### config.mk
export PLATFORM = sky130hd
export DESIGN_NAME = eee_port_regs
export DESIGN_NICKNAME = d
export VERILOG_FILES = /design/src/design/eee_pkg.sv /design/src/design/eee_port_regs.sv /design/src/design/eee_wake_timer.sv
export SDC_FILE = /design/constraint.sdc
export NUM_CORES = 1
export LEC_CHECK = 0
export ABC_AREA = 1
export BUFFER_PORTS_ARGS = -buffer_cell sky130_fd_sc_hd__buf_4
export CAP_MARGIN = 20
export CORE_UTILIZATION = 45
export DETAILED_ROUTE_END_ITERATION = 12
export MAX_ROUTING_LAYER = met4
export SLEW_MARGIN = 25
export SYNTH_ARGS = -nofsm -noshare
export SYNTH_HDL_FRONTEND = slang
export SYNTH_HIERARCHICAL = 1
export SYNTH_SLANG_ARGS = --single-unit
### constraint.sdc
create_clock -name i_clk -period 3.57 [get_ports i_clk]
set_clock_uncertainty 0.15 [all_clocks]
set_input_delay 0.714 -clock i_clk [delete_from_list [all_inputs] [get_ports i_clk]]
set_output_delay 0.714 -clock i_clk [all_outputs]
set_load 0.02 [all_outputs]
### src/design/eee_pkg.sv
package eee_pkg;
   localparam int          NUM_PORTS       = 3;
   localparam logic [7:0]  ADDR_IND_CTRL   = 8'h6e;
   localparam logic [7:0]  ADDR_IND_OFFS   = 8'h6f;
   localparam logic [7:0]  ADDR_IND_DATA   = 8'ha0;
   localparam int          PORT_SEL_MSB    = 3;
   localparam int          TBL_SEL_MSB     = 7;
   localparam int          TBL_SEL_LSB     = 5;
   localparam logic [2:0]  TBL_EEE         = 3'h1;
   localparam logic [3:0]  PORT_MIN        = 4'h1;
   localparam logic [3:0]  PORT_MAX        = 4'h3;
   localparam logic [7:0]  CTRL_RST        = 8'h00;
   localparam logic [7:0]  OFFS_RST        = 8'h00;
   localparam logic [7:0]  OFS_ABIL_HI     = 8'h28;
   localparam logic [7:0]  OFS_ABIL_LO     = 8'h29;
   localparam logic [7:0]  OFS_WERR_HI     = 8'h2a;
   localparam logic [7:0]  OFS_WERR_LO     = 8'h2b;
   localparam int          LP_ABIL_W       = 6;
   localparam int          LOCAL_BIT       = 1;
   localparam logic        LOCAL_RST       = 1'b1;
   localparam logic [15:0] WERR_RST        = 16'h0000;
   localparam logic [15:0] WERR_MAX        = 16'hffff;
   localparam logic [7:0]  RDATA_RST       = 8'h00;
   localparam int          CLK_PERIOD_PS   = 10000;
   localparam int          WAKE_THR_PS     = 20500000;
   localparam logic [15:0] WAKE_THR_DEF    = 16'(WAKE_THR_PS / CLK_PERIOD_PS);
endpackage

### src/design/eee_port_regs.sv
`timescale 1ns/1ps
`default_nettype none
// Notes on behaviour
// - The data byte register at 0xa0 returns and accepts the addressed byte.
// - Ability register upper byte sits at offset 0x28, lower byte at 0x29.
// - Bits 14 to 9 report partner EEE support per line type, reset zero.
// - Bit 1 is a writable local 100BASE-TX EEE flag, reset one.
// - Bits 15, 8 to 2 and 0 are reserved, read as zero.
// - Wakeup error counter adds one per wakeup longer than the threshold.
// - Threshold comes from a global register, default 20.5 microseconds.
// - Reading the counter returns it and clears it; reset value zero.
module eee_port_regs
   import eee_pkg::*;
(
   input  wire logic                          i_clk,
   input  wire logic                          i_sys_rst,
   input  wire logic [7:0]                    i_addr,
   input  wire logic                          i_wr,
   input  wire logic                          i_rd,
   input  wire logic [7:0]                    i_wdata,
   input  wire logic [NUM_PORTS*LP_ABIL_W-1:0] i_lp_eee_ability,
   input  wire logic [NUM_PORTS-1:0]          i_wake_busy,
   input  wire logic [15:0]                   i_wake_thr,
   output var  logic [7:0]                    o_rdata,
   output var  logic                          o_rvalid,
   output var  logic [NUM_PORTS-1:0]          o_local_100tx_eee
);
   logic [7:0]           ind_ctrl;
   logic [7:0]           ind_offs;
   logic                 sel_ok;
   logic                 data_rd;
   logic                 data_wr;
   logic [NUM_PORTS-1:0] port_hit;
   logic [NUM_PORTS-1:0] wake_err;
   logic [NUM_PORTS-1:0] werr_clr;
   logic [15:0]          werr [NUM_PORTS];
   logic [7:0]           werr_snap [NUM_PORTS];
   logic [LP_ABIL_W-1:0] lp_sel;
   logic                 local_sel;
   logic [15:0]          werr_sel;
   logic [7:0]           snap_sel;
   logic [7:0]           next_rdata;

   // Indirect control and offset registers.
   always_ff @(posedge i_clk or posedge i_sys_rst) begin
      if (i_sys_rst) begin
         ind_ctrl <= CTRL_RST;
      end else if (i_wr && i_addr == ADDR_IND_CTRL) begin
         ind_ctrl <= i_wdata;
      end
   end

   always_ff @(posedge i_clk or posedge i_sys_rst) begin
      if (i_sys_rst) begin
         ind_offs <= OFFS_RST;
      end else if (i_wr && i_addr == ADDR_IND_OFFS) begin
         ind_offs <= i_wdata;
      end
   end

   assign sel_ok  = ind_ctrl[TBL_SEL_MSB:TBL_SEL_LSB] == TBL_EEE
                    && ind_ctrl[PORT_SEL_MSB:0] >= PORT_MIN
                    && ind_ctrl[PORT_SEL_MSB:0] <= PORT_MAX;
   assign data_rd = i_rd && i_addr == ADDR_IND_DATA && sel_ok;
   assign data_wr = i_wr && i_addr == ADDR_IND_DATA && sel_ok;

   genvar p;
   generate
      for (p = 0; p < NUM_PORTS; p++) begin : g_port
         localparam logic [3:0] PNUM = 4'(p + 1);

         assign port_hit[p] = ind_ctrl[PORT_SEL_MSB:0] == PNUM;
         assign werr_clr[p] = data_rd && port_hit[p] && ind_offs == OFS_WERR_HI;

         eee_wake_timer u_timer (
            .i_clk       (i_clk),
            .i_sys_rst   (i_sys_rst),
            .i_wake_busy (i_wake_busy[p]),
            .i_wake_thr  (i_wake_thr),
            .o_wake_err  (wake_err[p])
         );

         always_ff @(posedge i_clk or posedge i_sys_rst) begin
            if (i_sys_rst) begin
               o_local_100tx_eee[p] <= LOCAL_RST;
            end else if (data_wr && port_hit[p] && ind_offs == OFS_ABIL_LO) begin
               o_local_100tx_eee[p] <= i_wdata[LOCAL_BIT];
            end
         end

         // A wakeup error in the clearing cycle survives as a count of one.
         always_ff @(posedge i_clk or posedge i_sys_rst) begin
            if (i_sys_rst) begin
               werr[p] <= WERR_RST;
            end else if (werr_clr[p]) begin
               werr[p] <= wake_err[p] ? 16'h0001 : WERR_RST;
            end else if (wake_err[p] && werr[p] != WERR_MAX) begin
               werr[p] <= werr[p] + 16'h0001;
            end
         end

         // The low byte is captured when the high byte is read and cleared.
         always_ff @(posedge i_clk or posedge i_sys_rst) begin
            if (i_sys_rst) begin
               werr_snap[p] <= RDATA_RST;
            end else if (werr_clr[p]) begin
               werr_snap[p] <= werr[p][7:0];
            end
         end

      end
   endgenerate

   // Per-port values seen through the current port selection.
   always_comb begin
      lp_sel    = '0;
      local_sel = 1'b0;
      werr_sel  = WERR_RST;
      snap_sel  = RDATA_RST;
      for (int i = 0; i < NUM_PORTS; i++) begin
         if (port_hit[i]) begin
            lp_sel    = i_lp_eee_ability[i*LP_ABIL_W +: LP_ABIL_W];
            local_sel = o_local_100tx_eee[i];
            werr_sel  = werr[i];
            snap_sel  = werr_snap[i];
         end
      end
   end

   // Byte returned for a read; unselected windows and offsets read zero.
   always_comb begin
      next_rdata = RDATA_RST;
      if (i_addr == ADDR_IND_CTRL) begin
         next_rdata = ind_ctrl;
      end else if (i_addr == ADDR_IND_OFFS) begin
         next_rdata = ind_offs;
      end else if (i_addr == ADDR_IND_DATA && sel_ok) begin
         unique case (ind_offs)
            OFS_ABIL_HI: next_rdata = {1'b0, lp_sel, 1'b0};
            OFS_ABIL_LO: next_rdata = {6'h00, local_sel, 1'b0};
            OFS_WERR_HI: next_rdata = werr_sel[15:8];
            OFS_WERR_LO: next_rdata = snap_sel;
            default:     next_rdata = RDATA_RST;
         endcase
      end
   end

   always_ff @(posedge i_clk or posedge i_sys_rst) begin
      if (i_sys_rst) begin
         o_rdata <= RDATA_RST;
      end else if (i_rd) begin
         o_rdata <= next_rdata;
      end
   end

   always_ff @(posedge i_clk or posedge i_sys_rst) begin
      if (i_sys_rst) begin
         o_rvalid <= 1'b0;
      end else begin
         o_rvalid <= i_rd;
      end
   end
endmodule
`default_nettype wire

### src/design/eee_wake_timer.sv
`timescale 1ns/1ps
`default_nettype none
module eee_wake_timer
   import eee_pkg::*;
(
   input  wire logic        i_clk,
   input  wire logic        i_sys_rst,
   input  wire logic        i_wake_busy,
   input  wire logic [15:0] i_wake_thr,
   output var  logic        o_wake_err
);
   logic        busy_q;
   logic [15:0] wcnt;

   // Counts the cycles of one wakeup and saturates on very long ones.
   always_ff @(posedge i_clk or posedge i_sys_rst) begin
      if (i_sys_rst) begin
         wcnt <= WERR_RST;
      end else if (!i_wake_busy) begin
         wcnt <= WERR_RST;
      end else if (wcnt != WERR_MAX) begin
         wcnt <= wcnt + 16'h0001;
      end
   end

   always_ff @(posedge i_clk or posedge i_sys_rst) begin
      if (i_sys_rst) begin
         busy_q <= 1'b0;
      end else begin
         busy_q <= i_wake_busy;
      end
   end

   // Flags a wakeup whose length passed the threshold when it ends.
   always_ff @(posedge i_clk or posedge i_sys_rst) begin
      if (i_sys_rst) begin
         o_wake_err <= 1'b0;
      end else begin
         o_wake_err <= !i_wake_busy && busy_q && (wcnt > i_wake_thr);
      end
   end
endmodule
`default_nettype wire

# Word level (Yosys, flattened, before mapping)
# Cells that the tools add are included.
[op_classes]
n_lt_le_gt_ge = 5
reduce_logical = 36
n_eq_ne = 20
n_mux = 31
n_addsub = 6
[ops]
columns = ["op", "count"]
rows = [
  ["$mux 16", 15],
  ["$add 16x1->16 const B", 6],
  ["$ne 16x16->1 const B", 6],
  ["$gt 16x16->1", 3],
  ["$mux 8", 6],
  ["$eq 8x6->1 const B", 4],
  ["$pmux 8 s4", 1],
  ["$logic_and 1x1->1", 30],
  ["$mux 6", 3],
  ["$eq 8x7->1 const B", 2],
  ["$eq 4x2->1 const B", 2],
  ["$eq 8x8->1 const B", 1],
  ["$mux 1", 6],
  ["$ne 2x1->1 const B", 3],
  ["$reduce_bool 2->1", 3],
  ["$eq 4x1->1 const B", 1],
  ["$ge 4x1->1 const B", 1],
  ["$le 4x2->1 const B", 1],
  ["$eq 3x1->1 const B", 1],
  ["$logic_not 1->1", 3],
]
[word_totals]
reg_bits = 154
word_cells = 120

# Logic depth before layout (Yosys ltp)
# Gate-level depths: netlist of run 1.
[depth]
word_depth = 8
mapped_depth = 12

# By module
# The synthesis of run 1 kept the hierarchy.
[by_module_without_submodules]
columns = ["module", "instances", "seq_area_each_um2", "area_per_inst_um2", "cells_per_inst"]
rows = [
  ["eee_port_regs", 1, 2506.2, 6024.5, 875],
  ["eee_wake_timer", 3, 450.4, 1490.2, 214],
]

# Least setup slack after synthesis of run 1
# No wires, ideal clock.
[synth_timing]
path_kind = "input -> register"
from = "in i_addr[4]"
to = "reg werr[0] (netlist bit)"
setup_time_ns = 0.125
cell_stages = 9
arrival_ns = 1.738
setup_slack_ns = 1.557
cell_sequence = "inv_1 > nand2_1 > nor3_1 > nand2_1 > nor3_4 > nand3_2 > buf_2 > nand3_1 > nand3_1"
[synth_between]
elab_chain_len = 6
[synth_lines]
columns = ["item", "line", "source"]
rows = [
  ["from (decl)", "eee_port_regs.sv:17", "input wire logic [7:0] i_addr,"],
  ["$eq 8x8->1 (*)", "eee_port_regs.sv:64", "assign data_rd = i_rd && i_addr == ADDR_IND_DATA && sel_ok;"],
  ["$logic_and 1x1->1 (*) (2 in a row)", "eee_port_regs.sv:64", ""],
  ["$logic_and 1x1->1 (*) (2 in a row)", "eee_port_regs.sv:73", "assign werr_clr[p] = data_rd && port_hit[p] && ind_offs == OFS_WERR_HI;"],
  ["$mux 16 or $reduce_bool 2->1 (tied branches)", "-", ""],
  ["to (signal, indexed assignment)", "eee_port_regs.sv:96", "werr[p] <= wake_err[p] ? 16'h0001 : WERR_RST;"],
  ["to (signal, indexed assignment)", "eee_port_regs.sv:98", "werr[p] <= werr[p] + 16'h0001;"],
  ["to (decl)", "eee_port_regs.sv:36", "logic [15:0] werr [NUM_PORTS];"],
]
# Every way passes the cells marked *; elsewhere a longest branch is shown, timed or not.
# A chain may end at the register's enable or synchronous reset.

# Worst setup path after layout of run 1
[layout_timing]
from = "reg ind_ctrl[0]"
to = "reg werr[40] (netlist bit)"
[layout_between]
elab_chain_len = 7
[layout_lines]
columns = ["item", "line", "source"]
rows = [
  ["from (decl)", "eee_port_regs.sv:28", "logic [7:0] ind_ctrl;"],
  ["from (signal assigned)", "eee_port_regs.sv:49", "ind_ctrl <= i_wdata;"],
  ["$ge 4x1->1", "eee_port_regs.sv:62", "&& ind_ctrl[PORT_SEL_MSB:0] >= PORT_MIN"],
  ["$logic_and 1x1->1", "eee_port_regs.sv:62", ""],
  ["$logic_and 1x1->1", "eee_port_regs.sv:63", "&& ind_ctrl[PORT_SEL_MSB:0] <= PORT_MAX;"],
  ["$logic_and 1x1->1", "eee_port_regs.sv:64", ""],
  ["$logic_and 1x1->1 (*) (2 in a row)", "eee_port_regs.sv:73", ""],
  ["$mux 16 or $reduce_bool 2->1 (tied branches)", "-", ""],
]
# Marks and branches as above.

==> results of run 1 <==
power breakdown:
group / total (mW) / switching, mW / internal (mW)
sequential: 1.80 / 0.0274 / 1.77
combinational: 0.268 / 0.170 / 0.0978
clock: 1.78 / 0.772 / 1.00
cell type report:
| cell class | count | area share (%) |
|---|---|---|
| Clock buffer | 20 | 3.86 |
| Clock inverter | 12 | 0.984 |
| Inverter | 231 | 7.35 |
| Multi-Input combinational cell | 1101 | 47.3 |
| Sequential cell | 154 | 32.6 |
| Tap cell | 313 | 3.31 |
| Timing Repair Buffer | 71 | 4.61 |
flip-flops by register name, indices dropped and copies added, names as in the netlist:
signal,count
werr_snap,24
werr,48
g_port.u_timer/wcnt,48
ind_ctrl,8
o_rdata,8
o_local_100tx_eee,3
ind_offs,8
o_rvalid,1
g_port.u_timer/busy_q,3
g_port.u_timer/o_wake_err,3
per-layer routing:
layer  GRT usage (%)  wire (um)
met5               -          0
met1            30.7      12600
met2            39.1      12500
met4            8.44        731
met3            3.87       1190
kinds of logic after synthesis:
logic type      Yosys count
flops                   154
buf+inv                 262
fa+ha+maj                54
simple gates            874
xor+xnor                 21
compound gates          152
final timing paths:
kind,from,endpoint,depth (start not counted)
worst max-delay path,ind_ctrl[0],werr[40],7
worst min-delay path,i_sys_rst,ind_offs[1],2
worst max register to register,ind_ctrl[0],werr[40],7
worst min register to register,o_rdata[2],o_rdata[2],2
max in group asynchronous,i_sys_rst,o_local_100tx_eee[2],3
min in group i_clk,i_rd,o_rvalid,1
cells in the final DEF, fill, tap and decap left out, types with 2 or more instances in the layout:
master and instances:
o21a_1 3, nand3_2 6, nor3_2 11, nand3_1 177, nor2_2 6, nand2_2 19, clkbuf_8 2, xor2_1 18
nor3_1 32, o21ai_1 29, nand4_1 28, o21ai_0 73, xnor2_1 3, clkinv_4 2, and2_4 3, clkinvlp_4 5
nor2_1 139, nor4_1 4, o31ai_1 3, nor2_4 6, a21oi_1 32, dfstp_2 3, clkbuf_16 17, or2_2 15
inv_6 3, buf_4 70, dfrtp_1 151, o211ai_1 2, o21bai_1 6, nand2_1 423, inv_1 212, clkinv_1 3
a21o_2 3, inv_2 15, ha_1 54
stage by stage:
| stage | total power, mW | utilization (%) |
|---|---|---|
| after detailed placement | 2.10 | 49.4 |
| after floorplan | 1.98 | - |
| after global routing | 3.99 | 51.9 |
| after CTS | 3.89 | 51.9 |
| final | 3.84 | 51.9 |
| after global placement | 2.09 | 49.4 |
critical path: cells and delay by family, from the launching register on:
kind,cells,cell delay [ns]
compound gates,1,0.10
buf+inv,2,0.40
flops,1,0.73
simple gates,4,1.34
==> metrics.cfg, run 1 <==
[floorplanning]
fp-row-count = 55
fp.dieW_um = 155
die_h_um = 155
coreArea_um2 = 22800
initial_utilization_pct = 46.1
ioPinCount = 69
die_area_um2 = 23900

[clocking]
cts-root-buf = clkbuf_16
cts_buffer_depth = 2
post_cts_buffers = 0
cts.sinks = 154
cts_tree = done
ctsResizeCount = 0
clock_latency_ns = 0.43
holdBufCountCts = 0
htreeDepth = 4
clkTransAtPathRegs_ns = 0.07
numCtsBuffers = 17

[place]
gp_routability_congestion = 0.938
post-place-ws_ns = 0.773
place_area_um2 = 11300
dpl.hpwl_um = 20800
dpl.cell_count = 1870
numPortBuffers = 68

[routing]
ant_nets = 0
first_pass_iters = 5
num_vias = 9595
routedWlPerCell_um = 14.2
drc = 0
drtIter0Drc = 502
wl_um = 27100
viasPerCell = 5.04

[synthesis]
syn_area_um2 = 10500
synth_area_leaders = dfrtp_1 (36%), nand2_1 (15%), nand3_1 (8.4%), inv_1 (7.6%), ha_1 (6.4%)
synthAdderAreaFrac_pct = 6.44
synth_compound_area_share_pct = 7.75
syn_inst = 1517
muxShareOfSynthArea_pct = 0
synth-simple-area-share_pct = 37.4
synth_seq_area_share_pct = 36.8
yosysMostFrequentCell = nand2_1
async_flop_share_pct = 100
synth-main-ff-cell = dfrtp_1
yosys_warnings = 6
synth_area_per_cell_um2 = 6.92
synth_top_cell_area_share_pct = 36.0
syn-num-nets = 1628
synth_top_family_by_area = simple AND/OR/NAND/NOR gates
ys_types = 40
synth.largest_area_cell = dfrtp_1
ys_ff_latch = 154
synth_commonest_cells = nand2_1 (423), inv_1 (213), nand3_1 (177)
synth-xor-area-share_pct = 1.75
synth_edf_count = 0

[worst_setup_path]
max_stage_delay_ns = 0.73
cp.arrival_ns = 2.99
path_cells = inv_2, nor2_2, nand2_1, inv_2, nand3_2, nand2_1, o21ai_0
worstPathRequired_ns = 3.73
critical_path_class = reg -> reg
path_max_fanout = 24
cpMaxStageDelayCell = dfrtp_1
r2r_slack_ns = 0.74
start_kind = flip-flop
end_kind = flip-flop

[layout]
stdcell_area_um2 = 11800
fin_cells = 1902
fill_cells = 2255
layout-drive-gt1-share_pct = 12.1
areaGrowthSynthToFinish_pct = 12.7
seq_area_um2 = 3860
multiInputGateArea_um2 = 5590
antenna-diode-count = 0
fin_nets = 1687

[hold_path]
hold_path.class = in -> async

[pwr]
power.density_nw_per_um2 = 325
peakVddDrop_mv = 0.171
power.leakage_nw = 6.09

[timing]
hold_violations = 0
finalMaxSlewViolations = 0
finalCritPeriodShare_pct = 79.3
fmax_ghz = 0.353
relSlewSlack_pct = 49.9
tightest_slew_ns = 0.750
rsz0062_at_grt = no
finalSetupViolCount = 0
period_needed_ns = 2.83
holdWs_ns = 0.243
worst_slack_ns = 0.740
tns_ns = 0

[global_routing]
grt.total_usage_pct = 24.2
grt_pass1_vias = 8908
antenna_found_initial = 0
grt_max_degree = 61
grt_pass1_wl_um = 44500
grt-ovfl-total = 0

[run]
maxCapViolations = 0

[outcome]
status = finished, final reports clean

Power figures use the tool's default switching activity.
==> inputs of run 2 (changes only) <==
- clock period: 3.57 -> 2.65 ns (I/O delays scaled with it)
==> run 2 against run 1 <==
  * Sequential share of layout area is 0.55 points lower
  * Global-route usage is 1.3 points higher
  * Non-clock buffer count is 20 higher
  * Register-to-register slack worse by 0.27 ns
  * Critical path type unchanged
  * Largest power group is now the clock network
==> metrics.cfg, run 2 (same netlist as run 1, synthesis figures left out) <==
[routing]
wl_um = 28000
drtIter0Drc = 489
first_pass_iters = 5
routedWlPerCell_um = 14.6
viasPerCell = 5.06
num_vias = 9724
drc = 0
ant_nets = 0

[worst_setup_path]
r2r_start = ind_ctrl[1]
cp.arrival_ns = 2.32
start_kind = flip-flop
critical_path_class = reg -> reg
worstPathRequired_ns = 2.80
r2r_slack_ns = 0.47
end_kind = flip-flop
path_max_fanout = 18
worst_r2r_endpoint = werr[6]
reg2reg_depth = 8

[floorplanning]
die_area_um2 = 23900
die_h_um = 155
ioPinCount = 69
initial_utilization_pct = 46.1
coreArea_um2 = 22800
fp.dieW_um = 155
fp-row-count = 55

[pwr]
peakVddDrop_mv = 0.378
combPwrFrac_pct = 6.9
power.leakage_nw = 6.22
seqPwrFrac_pct = 44.6
p_sw_mw = 1.31
switching_share_pct = 24.2
clockPowerShare_pct = 48.5
intPower_mw = 4.10
power.density_nw_per_um2 = 450

[clocking]
clock_latency_ns = 0.43
cts_buffer_depth = 2
clkTransAtPathRegs_ns = 0.06
cts.sinks = 154
ctsResizeCount = 0
numCtsBuffers = 17
cts-root-buf = clkbuf_16
holdBufCountCts = 0
htreeDepth = 4
cts_tree = done
post_cts_buffers = 0

[global_routing]
grt_pass1_wl_um = 46800
top_usage_layer = met2
grt.total_usage_pct = 25.5
antenna_found_initial = 0
grt_max_degree = 39
grt_util_met3_pct = 3.73
use_met2_pct = 42.3
grt_use_met1_pct = 31.9
grt_pass1_vias = 9372
grt-ovfl-total = 0

[run]
maxCapViolations = 0

[layout]
post-route-util_pct = 52.8
final_cell_mix = nand2_1 (423), inv_1 (212), nand3_1 (177)
final_common_cell = nand2_1
fill_cells = 2247
fin_nets = 1707
largestRegisters = g_port.u_timer/wcnt: 48 flops, werr: 48 flops, werr_snap: 24 flops
layout-drive-gt1-share_pct = 13.2
antenna-diode-count = 0
areaGrowthSynthToFinish_pct = 14.6

[timing]
tightest_slew_ns = 0.760
finalMaxSlewViolations = 0
hold_violations = 0
finalCritPeriodShare_pct = 82.1
fmax_ghz = 0.460
finalSetupViolCount = 0
period_needed_ns = 2.18
relSlewSlack_pct = 49.3
tns_ns = 0
rsz0062_at_grt = no

[outcome]
status = finished, final reports clean

[hold_path]
hold_path.class = in -> async

[place]
numPortBuffers = 68
dpl.hpwl_um = 21600
gp_routability_congestion = 0.970

[run 2: cell types whose count changed in the layout (fill, tap and decap cells not counted)]
cell        before  now
inv_4            1    0
clkinvlp_4       5    2
clkinv_4         2    5
bufinv_16        1    4
clkbuf_8         2    0
buf_4           70   90
inv_6            3    2
[run 2: worst max-delay path by stage]
| stage | startpoint | end | slack (ns) | depth (start not counted) |
|---|---|---|---|---|
| after floorplan | i_sys_rst | ind_ctrl[0] | 0.78 | 1 |
| after detailed placement | i_addr[4] | werr[6] | 0.32 | 10 |
| after CTS | ind_ctrl[1] | werr[6] | 0.48 | 8 |
| after global routing | werr[24] | werr[22] | 0.26 | 8 |
| after global placement | i_addr[4] | werr[6] | 0.38 | 10 |
| final | ind_ctrl[1] | werr[6] | 0.47 | 8 |
[run 2: through the flow]
stage | hold WS [ns] | power, mW | std cells | cell area [um2] | setup slack (ns)
2_1_floorplan | 0.298 | 2.67 | 1517 | 10500 | 0.783
3_3_place_gp | 0.313 | 2.83 | 1890 | 11400 | 0.378
3_5_place_dp | 0.317 | 2.84 | 1890 | 11400 | 0.318
4_1_cts | 0.0914 | 5.48 | 1921 | 12000 | 0.478
5_1_grt | 0.106 | 5.62 | 1921 | 12000 | 0.258
6_report | 0.0841 | 5.41 | 1921 | 12000 | 0.475
[run 2: critical path, stage by stage (launching register included)]
cell	delay (ns)
dfrtp_1	0.54
inv_2	0.07
nand2_1	0.11
nand4_2	0.14
nor3_4	0.33
nand3_2	0.26
buf_4	0.28
nand3_1	0.08
o21ai_0	0.09
[run 2: power by group through the flow]
| stage | clock (mW) | sequential, mW | combinational (mW) |
|---|---|---|---|
| after floorplan | 0 | 2.45 | 0.220 |
| after global placement | 0 | 2.46 | 0.372 |
| after detailed placement | 0 | 2.46 | 0.378 |
| after CTS | 2.68 | 2.42 | 0.379 |
| after global routing | 2.77 | 2.42 | 0.430 |
| final | 2.62 | 2.42 | 0.374 |
[run 2: final cells by class]
class | instances | area (um2) | share of cell area (%)
Tap cell | 313 | 392 | 3.26
Multi-Input combinational cell | 1101 | 5590 | 46.5
Timing Repair Buffer | 91 | 696 | 5.78
Sequential cell | 154 | 3860 | 32.1
Inverter | 231 | 871 | 7.24
Clock inverter | 13 | 194 | 1.61
Clock buffer | 18 | 429 | 3.57
[run 2: layer usage]
layer,part of all wire (%),vias up,wire length [um]
met2,47,211,13300
met1,47,4466,13100
met5,0,-,0
met3,3.7,38,1030
met4,2.3,0,646
li1,-,5009,-
